`config.mk`:
```
export PLATFORM = sky130hd
export DESIGN_NAME = lcdx_decoder
export DESIGN_NICKNAME = d
export VERILOG_FILES = /design/src/lcdx_pkg.sv /design/src/lcdx_axil_slave.sv /design/src/lcdx_gaddr.sv /design/src/lcdx_decoder.sv
export SDC_FILE = /design/constraint.sdc
export NUM_CORES = 1
export LEC_CHECK = 0
export ABC_CLOCK_PERIOD_IN_PS = 3400
export BUFFER_PORTS_ARGS = -buffer_cell sky130_fd_sc_hd__buf_2
export CAP_MARGIN = 15
export CORE_ASPECT_RATIO = 0.6
export CORE_MARGIN = 1
export CORE_UTILIZATION = 56
export CTS_BUF_LIST = sky130_fd_sc_hd__clkbuf_8 sky130_fd_sc_hd__clkbuf_16
export DETAILED_ROUTE_END_ITERATION = 10
export GPL_TIMING_DRIVEN = 0
export PLACE_DENSITY_LB_ADDON = 0.15
export SKIP_CTS_REPAIR_TIMING = 1
export SYNTH_ARGS = -nofsm -noshare
export SYNTH_HDL_FRONTEND = slang
export SYNTH_HIERARCHICAL = 1
export SYNTH_SLANG_ARGS = --single-unit
export TNS_END_PERCENT = 20
```
`constraint.sdc`:
```
create_clock -name aclk -period 3.4 [get_ports aclk]
set_clock_uncertainty 0.05 [all_clocks]
set_input_delay 0.34 -clock aclk [delete_from_list [all_inputs] [get_ports aclk]]
set_output_delay 0.34 -clock aclk [all_outputs]
set_load 0.02 [all_outputs]
```
`src/lcdx_pkg.sv`:
```
// lcdx_pkg: constants, opcode patterns, register map and bus carriers for
// the extended-instruction decoder of a graphic character display.
// assumes: one 250 MHz clock, synchronous active-low reset.
package lcdx_pkg;

   // clock
   localparam int unsigned CLK_PERIOD_NS = 4;

   // axi4-lite carriers (8-bit byte address, 32-bit data)
   localparam int unsigned AXIL_AW = 8;
   localparam int unsigned AXIL_DW = 32;

   typedef struct packed {
      logic               awvalid;
      logic [AXIL_AW-1:0] awaddr;
      logic               wvalid;
      logic [AXIL_DW-1:0] wdata;
      logic [3:0]         wstrb;
      logic               bready;
      logic               arvalid;
      logic [AXIL_AW-1:0] araddr;
      logic               rready;
   } lcdx_axil_req_t;

   typedef struct packed {
      logic               awready;
      logic               wready;
      logic               bvalid;
      logic [1:0]         bresp;
      logic               arready;
      logic               rvalid;
      logic [AXIL_DW-1:0] rdata;
      logic [1:0]         rresp;
   } lcdx_axil_rsp_t;

   localparam logic [1:0] RESP_OKAY   = 2'h0;
   localparam logic [1:0] RESP_SLVERR = 2'h2;

   // register offsets
   localparam logic [AXIL_AW-1:0] REG_CMD    = 8'h00;
   localparam logic [AXIL_AW-1:0] REG_STATUS = 8'h04;
   localparam logic [AXIL_AW-1:0] REG_GADDR  = 8'h08;
   localparam logic [AXIL_AW-1:0] REG_SCROLL = 8'h0C;

   // field positions
   localparam int unsigned CMD_DATA_BIT  = 8;
   localparam int unsigned ST_BUSY_BIT   = 0;
   localparam int unsigned ST_STBY_BIT   = 1;
   localparam int unsigned ST_EXT_BIT    = 2;
   localparam int unsigned ST_SSEL_BIT   = 3;
   localparam int unsigned ST_GFX_BIT    = 4;
   localparam int unsigned ST_BW_BIT     = 5;
   localparam int unsigned ST_REV_LSB    = 6;
   localparam int unsigned ST_LSEL_LSB   = 10;
   localparam int unsigned ST_DROP_BIT   = 12;
   localparam int unsigned GA_HORZ_LSB   = 8;
   localparam int unsigned GA_VPEND_BIT  = 16;
   localparam int unsigned GA_VALID_BIT  = 17;
   localparam int unsigned GA_HALF_BIT   = 18;
   localparam int unsigned SC_GLYPH_LSB  = 8;

   // reset values
   localparam logic       RST_BW   = 1'b1;
   localparam logic       RST_EXT  = 1'b0;
   localparam logic       RST_GFX  = 1'b0;
   localparam logic       RST_SSEL = 1'b0;
   localparam logic [1:0] RST_LSEL = 2'h0;

   // opcodes and field limits
   localparam logic [7:0] OP_STANDBY   = 8'h01;
   localparam logic [3:0] HORZ_MAX     = 4'hF;
   localparam logic [3:0] HORZ_WRAP    = 4'h0;
   localparam int unsigned BUSY_CYCLES_DEF = 16;

   typedef enum logic [3:0] {
      OPC_NONE, OPC_STANDBY, OPC_SSEL, OPC_REVERSE, OPC_FUNC,
      OPC_SCROLL, OPC_GLYPH, OPC_GADDR, OPC_BASIC
   } lcdx_opc_t;

endpackage

```
`src/lcdx_axil_slave.sv`:
```
// lcdx_axil_slave: single-outstanding axi4-lite slave front end.
// assumes: the parent decodes the address combinationally and answers
// wr_err, rd_data and rd_err in the same cycle.
`timescale 1ns/1ps
`default_nettype none
module lcdx_axil_slave (
   input  wire logic                   aclk,     // clock
   input  wire logic                   aresetn,  // sync reset, low
   input  wire lcdx_pkg::lcdx_axil_req_t req,    // master to slave
   output lcdx_pkg::lcdx_axil_rsp_t    rsp,      // slave to master
   output logic                        wr_en,    // one-cycle write pulse
   output logic [7:0]                  wr_addr,  // write byte address
   output logic [31:0]                 wr_data,  // write data
   output logic [3:0]                  wr_strb,  // write byte enables
   input  wire logic                   wr_err,   // write address unmapped
   output logic [7:0]                  rd_addr,  // read byte address
   input  wire logic [31:0]            rd_data,  // read data
   input  wire logic                   rd_err    // read address unmapped
);
   import lcdx_pkg::*;

   logic        aw_full_q, aw_full_d, w_full_q, w_full_d;
   logic        bvalid_q, bvalid_d, rvalid_q, rvalid_d;
   logic [1:0]  bresp_q, bresp_d, rresp_q, rresp_d;
   logic [7:0]  awaddr_q, awaddr_d;
   logic [31:0] wdata_q, wdata_d, rdata_q, rdata_d;
   logic [3:0]  wstrb_q, wstrb_d;
   logic        aw_hs, w_hs, ar_hs;

   // write fires in the first cycle both halves are held, so the order of
   // address and data never matters
   always_comb begin
      aw_hs     = req.awvalid & ~aw_full_q & ~bvalid_q;
      w_hs      = req.wvalid & ~w_full_q & ~bvalid_q;
      ar_hs     = req.arvalid & ~rvalid_q;
      wr_en     = aw_full_q & w_full_q & ~bvalid_q;
      aw_full_d = wr_en ? 1'b0 : (aw_full_q | aw_hs);
      w_full_d  = wr_en ? 1'b0 : (w_full_q | w_hs);
      awaddr_d  = aw_hs ? req.awaddr : awaddr_q;
      wdata_d   = w_hs ? req.wdata : wdata_q;
      wstrb_d   = w_hs ? req.wstrb : wstrb_q;
      bvalid_d  = wr_en | (bvalid_q & ~req.bready);
      bresp_d   = wr_en ? (wr_err ? RESP_SLVERR : RESP_OKAY) : bresp_q;
      rvalid_d  = ar_hs | (rvalid_q & ~req.rready);
      rdata_d   = ar_hs ? rd_data : rdata_q;
      rresp_d   = ar_hs ? (rd_err ? RESP_SLVERR : RESP_OKAY) : rresp_q;
   end

   always_ff @(posedge aclk) begin
      if (!aresetn) begin
         aw_full_q <= 1'b0;
         w_full_q  <= 1'b0;
         bvalid_q  <= 1'b0;
         rvalid_q  <= 1'b0;
         bresp_q   <= RESP_OKAY;
         rresp_q   <= RESP_OKAY;
         awaddr_q  <= 8'h00;
         wdata_q   <= 32'h0000_0000;
         rdata_q   <= 32'h0000_0000;
         wstrb_q   <= 4'h0;
      end else begin
         aw_full_q <= aw_full_d;
         w_full_q  <= w_full_d;
         bvalid_q  <= bvalid_d;
         rvalid_q  <= rvalid_d;
         bresp_q   <= bresp_d;
         rresp_q   <= rresp_d;
         awaddr_q  <= awaddr_d;
         wdata_q   <= wdata_d;
         rdata_q   <= rdata_d;
         wstrb_q   <= wstrb_d;
      end
   end

   assign wr_addr     = awaddr_q;
   assign wr_data     = wdata_q;
   assign wr_strb     = wstrb_q;
   assign rd_addr     = req.araddr;
   assign rsp.awready = ~aw_full_q & ~bvalid_q;
   assign rsp.wready  = ~w_full_q & ~bvalid_q;
   assign rsp.bvalid  = bvalid_q;
   assign rsp.bresp   = bresp_q;
   assign rsp.arready = ~rvalid_q;
   assign rsp.rvalid  = rvalid_q;
   assign rsp.rdata   = rdata_q;
   assign rsp.rresp   = rresp_q;

endmodule // lcdx_axil_slave
`default_nettype wire

```
`src/lcdx_gaddr.sv`:
```
// lcdx_gaddr: graphic address counter, 6-bit vertical, 4-bit horizontal.
// assumes: load and increment strobes come from logic on the same clock.
`timescale 1ns/1ps
`default_nettype none
module lcdx_gaddr (
   input  wire logic       aclk,     // clock
   input  wire logic       aresetn,  // sync reset, low
   input  wire logic       load_v,   // load vertical part
   input  wire logic       load_h,   // load horizontal part
   input  wire logic [5:0] din,      // address bits from the opcode
   input  wire logic       inc,      // advance after a full word
   output logic [5:0]      vert,     // vertical address
   output logic [3:0]      horz      // horizontal address
);
   import lcdx_pkg::*;

   logic [5:0] vert_q, vert_d;
   logic [3:0] horz_q, horz_d;

   always_comb begin
      vert_d = vert_q;
      horz_d = horz_q;
      if (load_v) begin
         vert_d = din;
      end
      if (load_h) begin
         horz_d = din[3:0];
      end else if (inc) begin
         horz_d = (horz_q == HORZ_MAX) ? HORZ_WRAP : horz_q + 4'h1;
      end
      // no carry: vert_d untouched by inc
   end

   always_ff @(posedge aclk) begin
      if (!aresetn) begin
         vert_q <= 6'h00;
         horz_q <= 4'h0;
      end else begin
         vert_q <= vert_d;
         horz_q <= horz_d;
      end
   end

   assign vert = vert_q;
   assign horz = horz_q;

endmodule // lcdx_gaddr
`default_nettype wire

```
`src/lcdx_decoder.sv`:
```
// lcdx_decoder: extended instruction decoder of a graphic character display
// controller, reached by software over axi4-lite.
// assumes: one clock, sync active-low reset; the text and pixel memories
// sit outside and only see the strobes and latched modes driven here.
//
// Operation
// - Extended opcode 01h enters standby; any later instruction leaves it.
// - Standby entry or exit never touches text display memory.
// - Scroll/RAM select with flag 1 enables vertical scroll mode.
// - Flag 0 makes the 01xxxxxx opcode set the glyph memory address.
// - Reverse opcode line bits pick line one to four, 00 to 11.
// - Each reverse opcode toggles that line; first reverses, next restores.
// - Line-select bits of the reverse function reset to 00.
// - Extended function set bit 4 picks 8-bit bus when 1, 4-bit when 0.
// - Function set bit 2 picks extended set when 1, basic when 0.
// - Extended function set bit 1 turns graphics on or off.
// - With scroll selected, 01xxxxxx loads six-bit scroll displacement.
// - Graphic address takes two 10xxxxxx bytes: vertical then horizontal.
// - Vertical address six bits, horizontal four, second byte bits 5:4 zero.
// - After both are set, horizontal counter advances, 0Fh wraps to 00h.
// - Horizontal wrap never carries into the vertical address.
// - These opcodes decode only in the extended set; else basic meaning.
// - While busy, no instruction is accepted; host waits for not busy.
// - Memory words are two bytes; address advances after the second.
`timescale 1ns/1ps
`default_nettype none
module lcdx_decoder #(
   parameter int unsigned BUSY_CYCLES = lcdx_pkg::BUSY_CYCLES_DEF
) (
   input  wire logic                   aclk,          // 250 MHz clock
   input  wire logic                   aresetn,       // sync reset, low
   input  wire lcdx_pkg::lcdx_axil_req_t axil_req,    // register bus in
   output lcdx_pkg::lcdx_axil_rsp_t    axil_rsp,      // register bus out
   output logic                        busy_flag,     // instruction running
   output logic                        standby,       // standby mode
   output logic                        bus_width_sel, // 1: 8-bit host bus
   output logic                        ins_set_sel,   // 1: extended set
   output logic                        graphics_on,   // graphic display on
   output logic                        scroll_en,     // vertical scroll mode
   output logic [5:0]                  scroll_addr,   // scroll displacement
   output logic [5:0]                  glyph_addr,    // glyph memory address
   output logic [3:0]                  line_reverse,  // per-line reverse
   output logic                        pix_wr,        // pixel word write
   output logic [9:0]                  pix_addr,      // {vertical,horizontal}
   output logic [15:0]                 pix_data       // pixel word
);
   import lcdx_pkg::*;

   localparam int unsigned BCW = $clog2(BUSY_CYCLES + 1);

   initial begin
      if (BUSY_CYCLES < 1) begin
         $error("lcdx_decoder: BUSY_CYCLES must be at least 1");
      end
   end

   // set-dependent decode
   // opcode classes; the same byte means different things per set
   function automatic lcdx_opc_t decode_op(input logic [7:0] b,
                                           input logic       ext,
                                           input logic       ssel);
      decode_op = OPC_BASIC;
      if (b[7:5] == 3'h1 && (!ext || !b[0])) begin
         decode_op = OPC_FUNC;
      end else if (!ext) begin
         decode_op = (b[7:6] == 2'h1) ? OPC_GLYPH : OPC_BASIC;
      end else if (b == OP_STANDBY) begin
         decode_op = OPC_STANDBY;
      end else if (b[7:1] == 7'h01) begin
         decode_op = OPC_SSEL;
      end else if (b[7:2] == 6'h01) begin
         decode_op = OPC_REVERSE;
      end else if (b[7:6] == 2'h1) begin
         decode_op = ssel ? OPC_SCROLL : OPC_GLYPH;
      end else if (b[7:6] == 2'h2) begin
         decode_op = OPC_GADDR;
      end
   endfunction

   logic        wr_en, wr_err, rd_err;
   logic [7:0]  wr_addr, rd_addr;
   logic [31:0] wr_data, rd_data;
   logic [3:0]  wr_strb;

   lcdx_axil_slave u_bus (
      .aclk    (aclk),
      .aresetn (aresetn),
      .req     (axil_req),
      .rsp     (axil_rsp),
      .wr_en   (wr_en),
      .wr_addr (wr_addr),
      .wr_data (wr_data),
      .wr_strb (wr_strb),
      .wr_err  (wr_err),
      .rd_addr (rd_addr),
      .rd_data (rd_data),
      .rd_err  (rd_err)
   );

   // mode latches
   logic           stby_q, stby_d, bw_q, bw_d, ext_q, ext_d;
   logic           gfx_q, gfx_d, ssel_q, ssel_d, drop_q, drop_d;
   logic [1:0]     lsel_q, lsel_d;
   logic [3:0]     rev_q, rev_d;
   logic [5:0]     scr_q, scr_d, glyph_q, glyph_d;
   logic [8:0]     last_q, last_d;
   logic [BCW-1:0] bcnt_q, bcnt_d;
   // graphic sequencing
   logic           vpend_q, vpend_d, gvalid_q, gvalid_d;
   logic           half_q, half_d, pwr_q, pwr_d;
   logic [7:0]     hi_q, hi_d;
   logic [15:0]    pdat_q, pdat_d;
   logic [9:0]     paddr_q, paddr_d;
   // decode
   logic           cmd_wr, accept, is_data;
   logic [7:0]     byte_in;
   lcdx_opc_t      opc;
   logic           load_v, load_h, ginc;
   logic [5:0]     gvert;
   logic [3:0]     ghorz;

   assign cmd_wr  = wr_en && wr_addr == REG_CMD && wr_strb[0];
   assign byte_in = wr_data[7:0];
   assign is_data = wr_data[CMD_DATA_BIT];
   assign accept  = cmd_wr && bcnt_q == '0;
   assign opc     = (accept && !is_data) ?
                    decode_op(byte_in, ext_q, ssel_q) : OPC_NONE;

   always_comb begin
      stby_d  = stby_q;
      bw_d    = bw_q;
      ext_d   = ext_q;
      gfx_d   = gfx_q;
      ssel_d  = ssel_q;
      lsel_d  = lsel_q;
      rev_d   = rev_q;
      scr_d   = scr_q;
      glyph_d = glyph_q;
      last_d  = last_q;
      drop_d  = drop_q;
      bcnt_d  = (bcnt_q != '0) ? bcnt_q - 1'b1 : bcnt_q;
      if (cmd_wr && !accept) begin
         drop_d = 1'b1;
      end
      if (accept) begin
         last_d = wr_data[8:0];
         drop_d = 1'b0;
         bcnt_d = BCW'(BUSY_CYCLES);
         stby_d = 1'b0;
      end
      // modes change only on their own opcodes, except standby, which any accepted write clears
      case (opc)
         OPC_STANDBY: stby_d = 1'b1;
         OPC_SSEL:    ssel_d = byte_in[0];
         OPC_REVERSE: begin
            lsel_d = byte_in[1:0];
            rev_d[byte_in[1:0]] = ~rev_q[byte_in[1:0]];
         end
         OPC_FUNC: begin
            bw_d = byte_in[4];
            ext_d = byte_in[2];
            // graphics only in the extended form
            if (ext_q) begin
               gfx_d = byte_in[1];
            end
         end
         OPC_SCROLL:  scr_d = byte_in[5:0];
         OPC_GLYPH:   glyph_d = byte_in[5:0];
         default: begin
         end
      endcase
   end

   always_ff @(posedge aclk) begin
      if (!aresetn) begin
         stby_q  <= 1'b0;
         bw_q    <= RST_BW;
         ext_q   <= RST_EXT;
         gfx_q   <= RST_GFX;
         ssel_q  <= RST_SSEL;
         lsel_q  <= RST_LSEL;
         rev_q   <= 4'h0;
         scr_q   <= 6'h00;
         glyph_q <= 6'h00;
         last_q  <= 9'h000;
         drop_q  <= 1'b0;
         bcnt_q  <= '0;
      end else begin
         stby_q  <= stby_d;
         bw_q    <= bw_d;
         ext_q   <= ext_d;
         gfx_q   <= gfx_d;
         ssel_q  <= ssel_d;
         lsel_q  <= lsel_d;
         rev_q   <= rev_d;
         scr_q   <= scr_d;
         glyph_q <= glyph_d;
         last_q  <= last_d;
         drop_q  <= drop_d;
         bcnt_q  <= bcnt_d;
      end
   end

   // a stray instruction between the two address bytes cancels the pair,
   // so a half-set address is never used for pixel writes
   always_comb begin
      vpend_d  = vpend_q;
      gvalid_d = gvalid_q;
      half_d   = half_q;
      hi_d     = hi_q;
      pwr_d    = 1'b0;
      pdat_d   = pdat_q;
      paddr_d  = paddr_q;
      load_v   = 1'b0;
      load_h   = 1'b0;
      ginc     = 1'b0;
      if (accept && is_data) begin
         vpend_d = 1'b0;
         if (!half_q) begin
            hi_d   = byte_in;
            half_d = 1'b1;
         end else begin
            half_d = 1'b0;
            if (gvalid_q) begin
               pwr_d   = 1'b1;
               pdat_d  = {hi_q, byte_in};
               paddr_d = {gvert, ghorz};
               ginc    = 1'b1;
            end
         end
      end else if (opc == OPC_GADDR) begin
         if (!vpend_q) begin
            load_v   = 1'b1;
            vpend_d  = 1'b1;
            gvalid_d = 1'b0;
         end else begin
            load_h   = 1'b1;
            vpend_d  = 1'b0;
            gvalid_d = 1'b1;
            half_d   = 1'b0;
         end
      end else if (opc != OPC_NONE) begin
         vpend_d = 1'b0;
      end
   end

   always_ff @(posedge aclk) begin
      if (!aresetn) begin
         vpend_q  <= 1'b0;
         gvalid_q <= 1'b0;
         half_q   <= 1'b0;
         hi_q     <= 8'h00;
         pwr_q    <= 1'b0;
         pdat_q   <= 16'h0000;
         paddr_q  <= 10'h000;
      end else begin
         vpend_q  <= vpend_d;
         gvalid_q <= gvalid_d;
         half_q   <= half_d;
         hi_q     <= hi_d;
         pwr_q    <= pwr_d;
         pdat_q   <= pdat_d;
         paddr_q  <= paddr_d;
      end
   end

   // second byte keeps only its low four bits
   lcdx_gaddr u_gaddr (
      .aclk    (aclk),
      .aresetn (aresetn),
      .load_v  (load_v),
      .load_h  (load_h),
      .din     (byte_in[5:0]),
      .inc     (ginc),
      .vert    (gvert),
      .horz    (ghorz)
   );

   // read map and address check
   always_comb begin
      rd_data = 32'h0000_0000;
      rd_err  = 1'b0;
      case (rd_addr)
         REG_CMD:    rd_data[8:0] = last_q;
         REG_STATUS: begin
            rd_data[ST_BUSY_BIT] = bcnt_q != '0;
            rd_data[ST_STBY_BIT] = stby_q;
            rd_data[ST_EXT_BIT]  = ext_q;
            rd_data[ST_SSEL_BIT] = ssel_q;
            rd_data[ST_GFX_BIT]  = gfx_q;
            rd_data[ST_BW_BIT]   = bw_q;
            rd_data[ST_REV_LSB +: 4]  = rev_q;
            rd_data[ST_LSEL_LSB +: 2] = lsel_q;
            rd_data[ST_DROP_BIT] = drop_q;
         end
         REG_GADDR: begin
            rd_data[5:0]                = gvert;
            rd_data[GA_HORZ_LSB +: 4]   = ghorz;
            rd_data[GA_VPEND_BIT]       = vpend_q;
            rd_data[GA_VALID_BIT]       = gvalid_q;
            rd_data[GA_HALF_BIT]        = half_q;
         end
         REG_SCROLL: begin
            rd_data[5:0]              = scr_q;
            rd_data[SC_GLYPH_LSB +: 6] = glyph_q;
         end
         default: rd_err = 1'b1;
      endcase
   end

   assign wr_err = !(wr_addr == REG_CMD || wr_addr == REG_STATUS ||
                     wr_addr == REG_GADDR || wr_addr == REG_SCROLL);

   assign busy_flag     = bcnt_q != '0;
   assign standby       = stby_q;
   assign bus_width_sel = bw_q;
   assign ins_set_sel   = ext_q;
   assign graphics_on   = gfx_q;
   assign scroll_en     = ssel_q;
   assign scroll_addr   = scr_q;
   assign glyph_addr    = glyph_q;
   assign line_reverse  = rev_q;
   assign pix_wr        = pwr_q;
   assign pix_addr      = paddr_q;
   assign pix_data      = pdat_q;

endmodule // lcdx_decoder
`default_nettype wire

```
After elaboration in Yosys (flattened, before gate mapping) --
Cells that the tools add are included.
Word-level totals: flip-flop bits (word level) 129, input bits 59, logic and storage cells 163
Cells by class: add/sub/neg operators 2, magnitude comparators 2, eq/ne operators 20, muxes and demuxes 46, bitwise logic cells 25, reductions and logical operators 36
Operators by type and width (number):
- $mux 4 | 12
- $eq 8x4->1 const B | 4
- $pmux 6 s4 | 1
- $mux 1 | 20
- $eq 4x3->1 const B | 4
- $eq 8x3->1 const B | 2
- $logic_not 8->1 | 2
- $reduce_bool 2->1 | 6
- $and 1x1->1 | 11
- $mux 5 | 2
- $not 1->1 | 10
- $pmux 3 s3 | 1
- $eq 4x2->1 const B | 2
- $eq 8x1->1 const B | 1
- $logic_and 1x1->1 | 8
- $reduce_and 2->1 | 4
- $eq 7x1->1 const B | 1
- $eq 6x1->1 const B | 1
- $mux 2 | 3
- $reduce_or 2->1 | 3
- $logic_not 5->1 | 1
- $reduce_bool 5->1 | 1
- $sub 5x1->5 const B | 1
- $add 4x1->4 const B | 1
- other kinds (20) | 29

Longest topological paths before layout --
Gate-level depths: netlist of the first run.
word-level depth 13, gate-level depth with buffers 10, gate-level depth less buffers 9

Hierarchy --
Netlist of the first run, hierarchy kept.
By module, submodules not included:
- lcdx_decoder | times used 1, cells each 450, area each 4011.3 µm², sequential area each 1521.5 µm²
- lcdx_axil_slave | times used 1, cells each 379, area each 3156.8 µm², sequential area each 1641.6 µm²
- lcdx_gaddr | times used 1, cells each 44, area each 431.7 µm², sequential area each 200.2 µm²

Worst setup path before layout of the first run --
OpenSTA, ideal clock, no wires.
path type flip-flop to flip-flop, start register u_bus.wdata_q[6], in the netlist u_bus/wr_data[6], end register u_gaddr.horz_q[0], in the netlist u_gaddr/horz[0], library setup time 0.115 ns, arrival time 2.263 ns, path slack 0.972 ns, cell stages (with the launch flop) 10, buffers on the path 1, period minus slack after synthesis 2.428 ns, path through dfxtp_1 > inv_1 > ha_1 > and3b_1 > a31o_2 > a21o_1 > buf_6 > nor4b_2 > o21ai_0 > and2_1
On the way: cells in the longest elaborated chain, start to end 13
Ends and longest elaborated chain:
- from (decl) | RTL line lcdx_axil_slave.sv:26 | logic [31:0] wdata_q, wdata_d, rdata_q, rdata_d;
- from (signal assigned) | RTL line lcdx_axil_slave.sv:69 | wdata_q <= wdata_d;
- $eq 2x2->1 | RTL line lcdx_decoder.sv:75 | end else if (b[7:6] == 2'h2) begin
- $mux 4 | RTL line lcdx_decoder.sv:75
- $mux 4 | RTL line lcdx_decoder.sv:73 | end else if (b[7:6] == 2'h1) begin
- $mux 4 | RTL line lcdx_decoder.sv:71 | end else if (b[7:2] == 6'h01) begin
- $mux 4 | RTL line lcdx_decoder.sv:69 | end else if (b[7:1] == 7'h01) begin
- $mux 4 | RTL line lcdx_decoder.sv:67 | end else if (b == OP_STANDBY) begin
- $mux 4 | RTL line lcdx_decoder.sv:65 | end else if (!ext) begin
- $mux 4 * | RTL line lcdx_decoder.sv:63 | if (b[7:5] == 3'h1 && (!ext || !b[0])) begin
- $mux 4 * | RTL line lcdx_decoder.sv:126 | assign opc = (accept && !is_data) ?
- $eq 4x3->1 * | RTL line lcdx_decoder.sv:231 | end else if (opc == OPC_GADDR) begin
- $mux 1 * | RTL line lcdx_decoder.sv:231
- $mux 1 * | RTL line lcdx_decoder.sv:217 | if (accept && is_data) begin
- via load_h | RTL line lcdx_decoder.sv:118 | logic load_v, load_h, ginc;
- $mux 4 / $reduce_bool 2->1 (equally long branches)
- to (signal assigned) | RTL line lcdx_gaddr.sv:40 | horz_q <= horz_d;
- to (decl) | RTL line lcdx_gaddr.sv:18 | logic [3:0] horz_q, horz_d;
Mark *: on every way through the listed nets, which the timed path passes. The rest lies on a longest branch. A chain may end at the register's enable or synchronous reset.

Worst setup path in the final report of the first run --
start register u_bus.wdata_q[7], in the netlist u_bus/wr_data[7], end register u_gaddr.horz_q[1], in the netlist u_gaddr/horz[1]
The elaborated chain is that of the path after synthesis.

==> results of run 1 <==
[power breakdown]
part / internal (uW) / switching [uW] / total [uW]
Sequential: 1720 / 68.4 / 1790
Combinational: 209 / 316 / 526
Clock: 949 / 738 / 1690
[registers in the layout, indices dropped and copies added, names as in the netlist, 2 cells and up]
name,count
bcnt_q,5
glyph_addr,6
hi_q,8
last_q,9
line_reverse,4
lsel_q,2
pix_addr,10
pix_data,16
scroll_addr,6
u_bus/rdata_q,32
u_bus/wr_addr,8
u_bus/wr_data,9
u_gaddr/horz,4
u_gaddr/vert,6
[cell usage in the layout (no fill, tap or decap), drive strengths merged, types with 7 or more instances in the layout]
cell / count
a21boi: 78
a21oi: 10
and2: 11
buf: 150
clkbuf: 48
conb: 17
dfxtp: 142
inv: 19
mux2i: 31
mux4: 7
nand2: 216
nand2b: 8
nand3: 24
nor2: 18
nor2b: 10
nor3: 8
nor4: 8
o21ai: 27
[worst register-to-register path, stage by stage, from the launching register on]
cell and delay, ns:
dfxtp_1 0.65, inv_1 0.14, ha_1 0.24, and3b_1 0.22, a21o_1 0.27, a211oi_1 0.32
nor4b_2 0.72, o21ai_0 0.23, and2_1 0.21
[per-stage QoR]
step	utilization [%]	setup slack, ns	hold WS [ns]	instance area (um2)	total power (uW)
final	70.2	0.229	0.0837	8030	4000
after global routing	70.2	0.0788	0.101	8030	4150
after CTS	70.2	0.320	0.0810	8030	4010
after detailed placement	65.5	0.410	0.389	7500	2340
after global placement	65.5	0.497	0.387	7500	2310
after floorplan	-	0.972	0.379	6740	2190
[metal layers]
layer / track usage, % / wire length (um)
met1: 41.4 / 8140
met2: 48.7 / 8160
met3: 7.68 / 1770
met4: 9.38 / 270
met5: 0 / 0
[area by class of cell]
| cell class | count | area (um2) | area share, % |
|---|---|---|---|
| Buffer | 68 | 368 | 4.58 |
| Clock buffer | 18 | 439 | 5.47 |
| Clock inverter | 13 | 92.6 | 1.15 |
| Inverter | 15 | 56.3 | 0.701 |
| Multi-Input combinational cell | 554 | 3470 | 43.2 |
| Sequential cell | 142 | 2840 | 35.4 |
| Tap cell | 160 | 200 | 2.49 |
| Timing Repair Buffer | 112 | 561 | 6.98 |
[worst max-delay path by stage]
stage	slack [ns]	startpoint	to	cells after the start
3_3_place_gp	0.50	u_bus/wr_data[6]	u_gaddr/horz[1]	8
5_1_grt	0.08	u_bus/wr_data[7]	u_gaddr/horz[3]	9
6_report	0.23	u_bus/wr_data[7]	u_gaddr/horz[1]	8
2_1_floorplan	0.97	u_bus/wr_data[6]	u_gaddr/horz[0]	9
4_1_cts	0.32	u_bus/wr_data[7]	u_gaddr/horz[0]	8
3_5_place_dp	0.41	u_bus/wr_data[7]	u_gaddr/horz[0]	8
==> flow_summary.ini, run 1 <==
[sta]
max_freq_ghz = 0.315
final-setup-viol-count = 0
max_slew.worst_pin.slew_ns = 0.815
hold_viol_final = 0
relSlewSlack_pct = 45.5
rsz0062_at_grt = false
report.final.slew_viol_count = 0
min_period_ns = 3.17
setup-tns-final_ns = 0
min_period_over_period_pct = 93.3

[die]
die_area_mm2 = 0.0124
initial_core_util_pct = 58.4
io_pins = 149
core_mm2 = 0.0114
die_h_um = 86.6
die_w_um = 143
row_count = 30

[clocking]
clock_path_buffers = 2
clkLatencyLatePin_ns = 0.42
clkTransAtPathRegs_ns = 0.07
clock-root-buffer = clkbuf_16
cts_tree = yes
cts-buffers-inserted = 17
cts.sinks = 142
htreeDepth = 4

[final_layout]
fin_cells = 1082
fin_nets = 975
diodes = 0
syn2layout_area_growth_pct = 20.2
drive_above_1_share_pct = 24.2
fillers = 881

[global_route]
grt_max_degree = 17
grt_pass1_vias = 5821
grt_overflow = 0
antenna_found_initial = 0
grt_use_total_pct = 30.8
grt_pass1_wl_mm = 28.8

[critical_path]
worstReg2RegEnd = u_gaddr/horz[1]
worst-path-buf-inv = 1
rrSetupSlack_ns = 0.23
cpPeakStageDelay_ns = 0.72
critPathKind = register to register
cp_slowest_cell = nor4b_2
cp.arrival_ns = 3.43
cp-end-kind = register
r2r_start = u_bus/wr_data[7]
ff2ff_path_depth = 8
crit_path_start_kind = register
critPathMaxFanout = 9
cp_cell_sequence = inv_1, ha_1, and3b_1, a21o_1, a211oi_1, nor4b_2, o21ai_0, and2_1
cp_top_family = simple AND/OR/NAND/NOR gates
critPathRequiredTime_ns = 3.66

[logic_synthesis]
synthCells = 764
synth_warnings = 6
avgSynthCellArea_um2 = 8.75
synth_area_mm2 = 0.00669

[routing]
viasPerCell = 5.61
num_vias = 6070
wl_per_cell_um = 17.0
wirelength_mm = 18.3
drc = 0
drtIter0Drc = 460
ant_nets = 0
drt-pass1-iter-count = 5

[power_and_ir_drop]
p_per_area_mw_per_mm2 = 498
ir_worst_vdd_uv = 355
leakage_uw = 0.00328

[placed_design]
io_buffers = 112
place.gp.congestion = 0.904
dp.cells = 1051
hpwl_mm = 13.7

[worst_hold_path]
hp-start = axil_req[51]
hp-class = input port to register
holdPathStages = 3
min_to = u_bus/wr_addr[3]

[outcome]
status = complete, no violations

[flow_run]
maxCapViolations = 0
Note: power is estimated with default switching activity, not from simulation.
==> run 2: changes to the inputs <==
Settings changed: ABC_CLOCK_PERIOD_IN_PS 3400 to 2700, CORE_ASPECT_RATIO 0.6 to unset, CORE_UTILIZATION 56 to 35.
Clock period 3.4 ns to 2.7 ns, I/O delays scaled along.
==> flow_summary.ini, run 2 (same netlist as run 1, synthesis figures left out) <==
[critical_path]
crit_end = u_gaddr/vert[5]
rrSetupSlack_ns = 0.15
r2r_start = u_bus/wr_data[1]
critPathMaxFanout = 10
ff2ff_path_depth = 9
crit_path_start_kind = register
cp-end-kind = register
cp.arrival_ns = 2.82
worstReg2RegEnd = u_gaddr/vert[5]
startpoint = u_bus/wr_data[1]
critPathRequiredTime_ns = 2.96
critPathKind = register to register

[sta]
min_period_ns = 2.55
final-setup-viol-count = 0
rsz0062_at_grt = true
max_freq_ghz = 0.392
setup-tns-final_ns = 0
hold_viol_final = 0
holdWs_ns = 0.0173
relSlewSlack_pct = 54.9
min_period_over_period_pct = 94.5
max_slew.worst_pin.slew_ns = 0.677
report.final.slew_viol_count = 0

[outcome]
status = complete, no violations

[final_layout]
largest_reg_flops = 32
regMostFlops = u_bus/rdata_q
layout_common_cells = nand2_1, dfxtp_1, buf_2
syn2layout_area_growth_pct = 23.9
layout_commonest_cell = nand2_1
fin_nets = 979
diodes = 0
fillers = 1938
drive_above_1_share_pct = 25.7
postLayoutCoreUtil_pct = 44.3

[clocking]
clock_path_buffers = 2
clkTransAtPathRegs_ns = 0.06
cts_tree = yes
clkLatencyLatePin_ns = 0.42
cts.sinks = 142
clock-root-buffer = clkbuf_16
htreeDepth = 4
cts-buffers-inserted = 17

[die]
row_count = 50
die_h_um = 140
initial_core_util_pct = 35.7
core_mm2 = 0.0187
die_area_mm2 = 0.0197
die_w_um = 140
io_pins = 149

[routing]
num_vias = 5689
drtIter0Drc = 291
drt-pass1-iter-count = 4
wirelength_mm = 18.2
viasPerCell = 4.90
wl_per_cell_um = 15.7
ant_nets = 0
drc = 0

[placed_design]
place.gp.congestion = 0.803
hpwl_mm = 13.7
io_buffers = 112

[worst_hold_path]
hp-class = input port to register

[power_and_ir_drop]
ir_worst_vdd_uv = 421
leakage_uw = 0.00337
p_per_area_mw_per_mm2 = 634

[global_route]
grt_pass1_vias = 5397
grt_max_degree = 17
grt_use_total_pct = 19.2
grt_overflow = 0
grt_pass1_wl_mm = 28.8
antenna_found_initial = 0

[flow_run]
maxCapViolations = 0
==> run 2: cell types whose count changed in the layout (fill, tap and decap cells not counted), moves of 2 or more <==
cell	before	now
clkinv_4	2	5
buf_4	15	20
bufinv_16	0	2
nor4b_4	1	3
dfxtp_4	0	2
dfxtp_1	142	139
inv_6	2	0
==> run 2: how the worst min path moves through the flow <==
stage,from,end,slack [ns],cells past startpoint
after floorplan,aresetn,u_gaddr/horz[0],0.34,1
after global placement,pix_data[13],pix_data[13],0.39,2
after global routing,axil_req[52],u_bus/wr_addr[4],0.02,3
final,axil_req[19],u_bus/wr_data[4],0.02,3
after CTS,axil_req[19],u_bus/wr_data[4],0.006,3
after detailed placement,pix_data[15],pix_data[15],0.39,2
==> run 2: power by group <==
group	total, uW	switching (uW)	internal, uW	leakage, uW
logic	660	396	264	0.00193
clock network	2340	928	1410	0.000285
registers	2250	85.0	2170	0.00115
total	5250	1410	3840	0.00337
==> run 2: through the flow <==
step | cells | setup WS [ns] | instance area [um2] | total power, uW
finish | 1161 | 0.148 | 8280 | 5250
global route | 1161 | -0.0146 | 8280 | 5470
CTS | 1157 | -0.454 | 8190 | 5300
detailed placement | 1125 | -0.435 | 7590 | 2950
global placement | 1125 | -0.437 | 7590 | 2950
floorplan | 779 | 0.272 | 6740 | 2760
==> run 2: layout make-up <==
| class | instances | area, um2 | area share (%) |
|---|---|---|---|
| multi-input combinational | 554 | 3520 | 42.6 |
| sequential | 142 | 2850 | 34.4 |
| timing repair buffer | 116 | 591 | 7.13 |
| clock buffer | 19 | 453 | 5.47 |
| buffer | 68 | 372 | 4.49 |
| tap | 234 | 293 | 3.54 |
| clock inverter | 13 | 141 | 1.71 |
| inverter | 15 | 56.3 | 0.680 |
==> run 2: metal layers <==
metal	track usage [%]	wire length, um
met3	4.34	888
met5	0	0
met2	31.2	8460
met4	6.71	281
met1	24.9	8610
==> run 2: critical path: stages (launching register included) <==
cell       delay, ns
dfxtp_1         0.43
buf_2           0.30
nor3b_2         0.39
a2bb2oi_1       0.12
a21o_1          0.22
buf_6           0.16
nor4b_4         0.27
buf_4           0.24
mux2i_1         0.19
nor2b_1         0.06
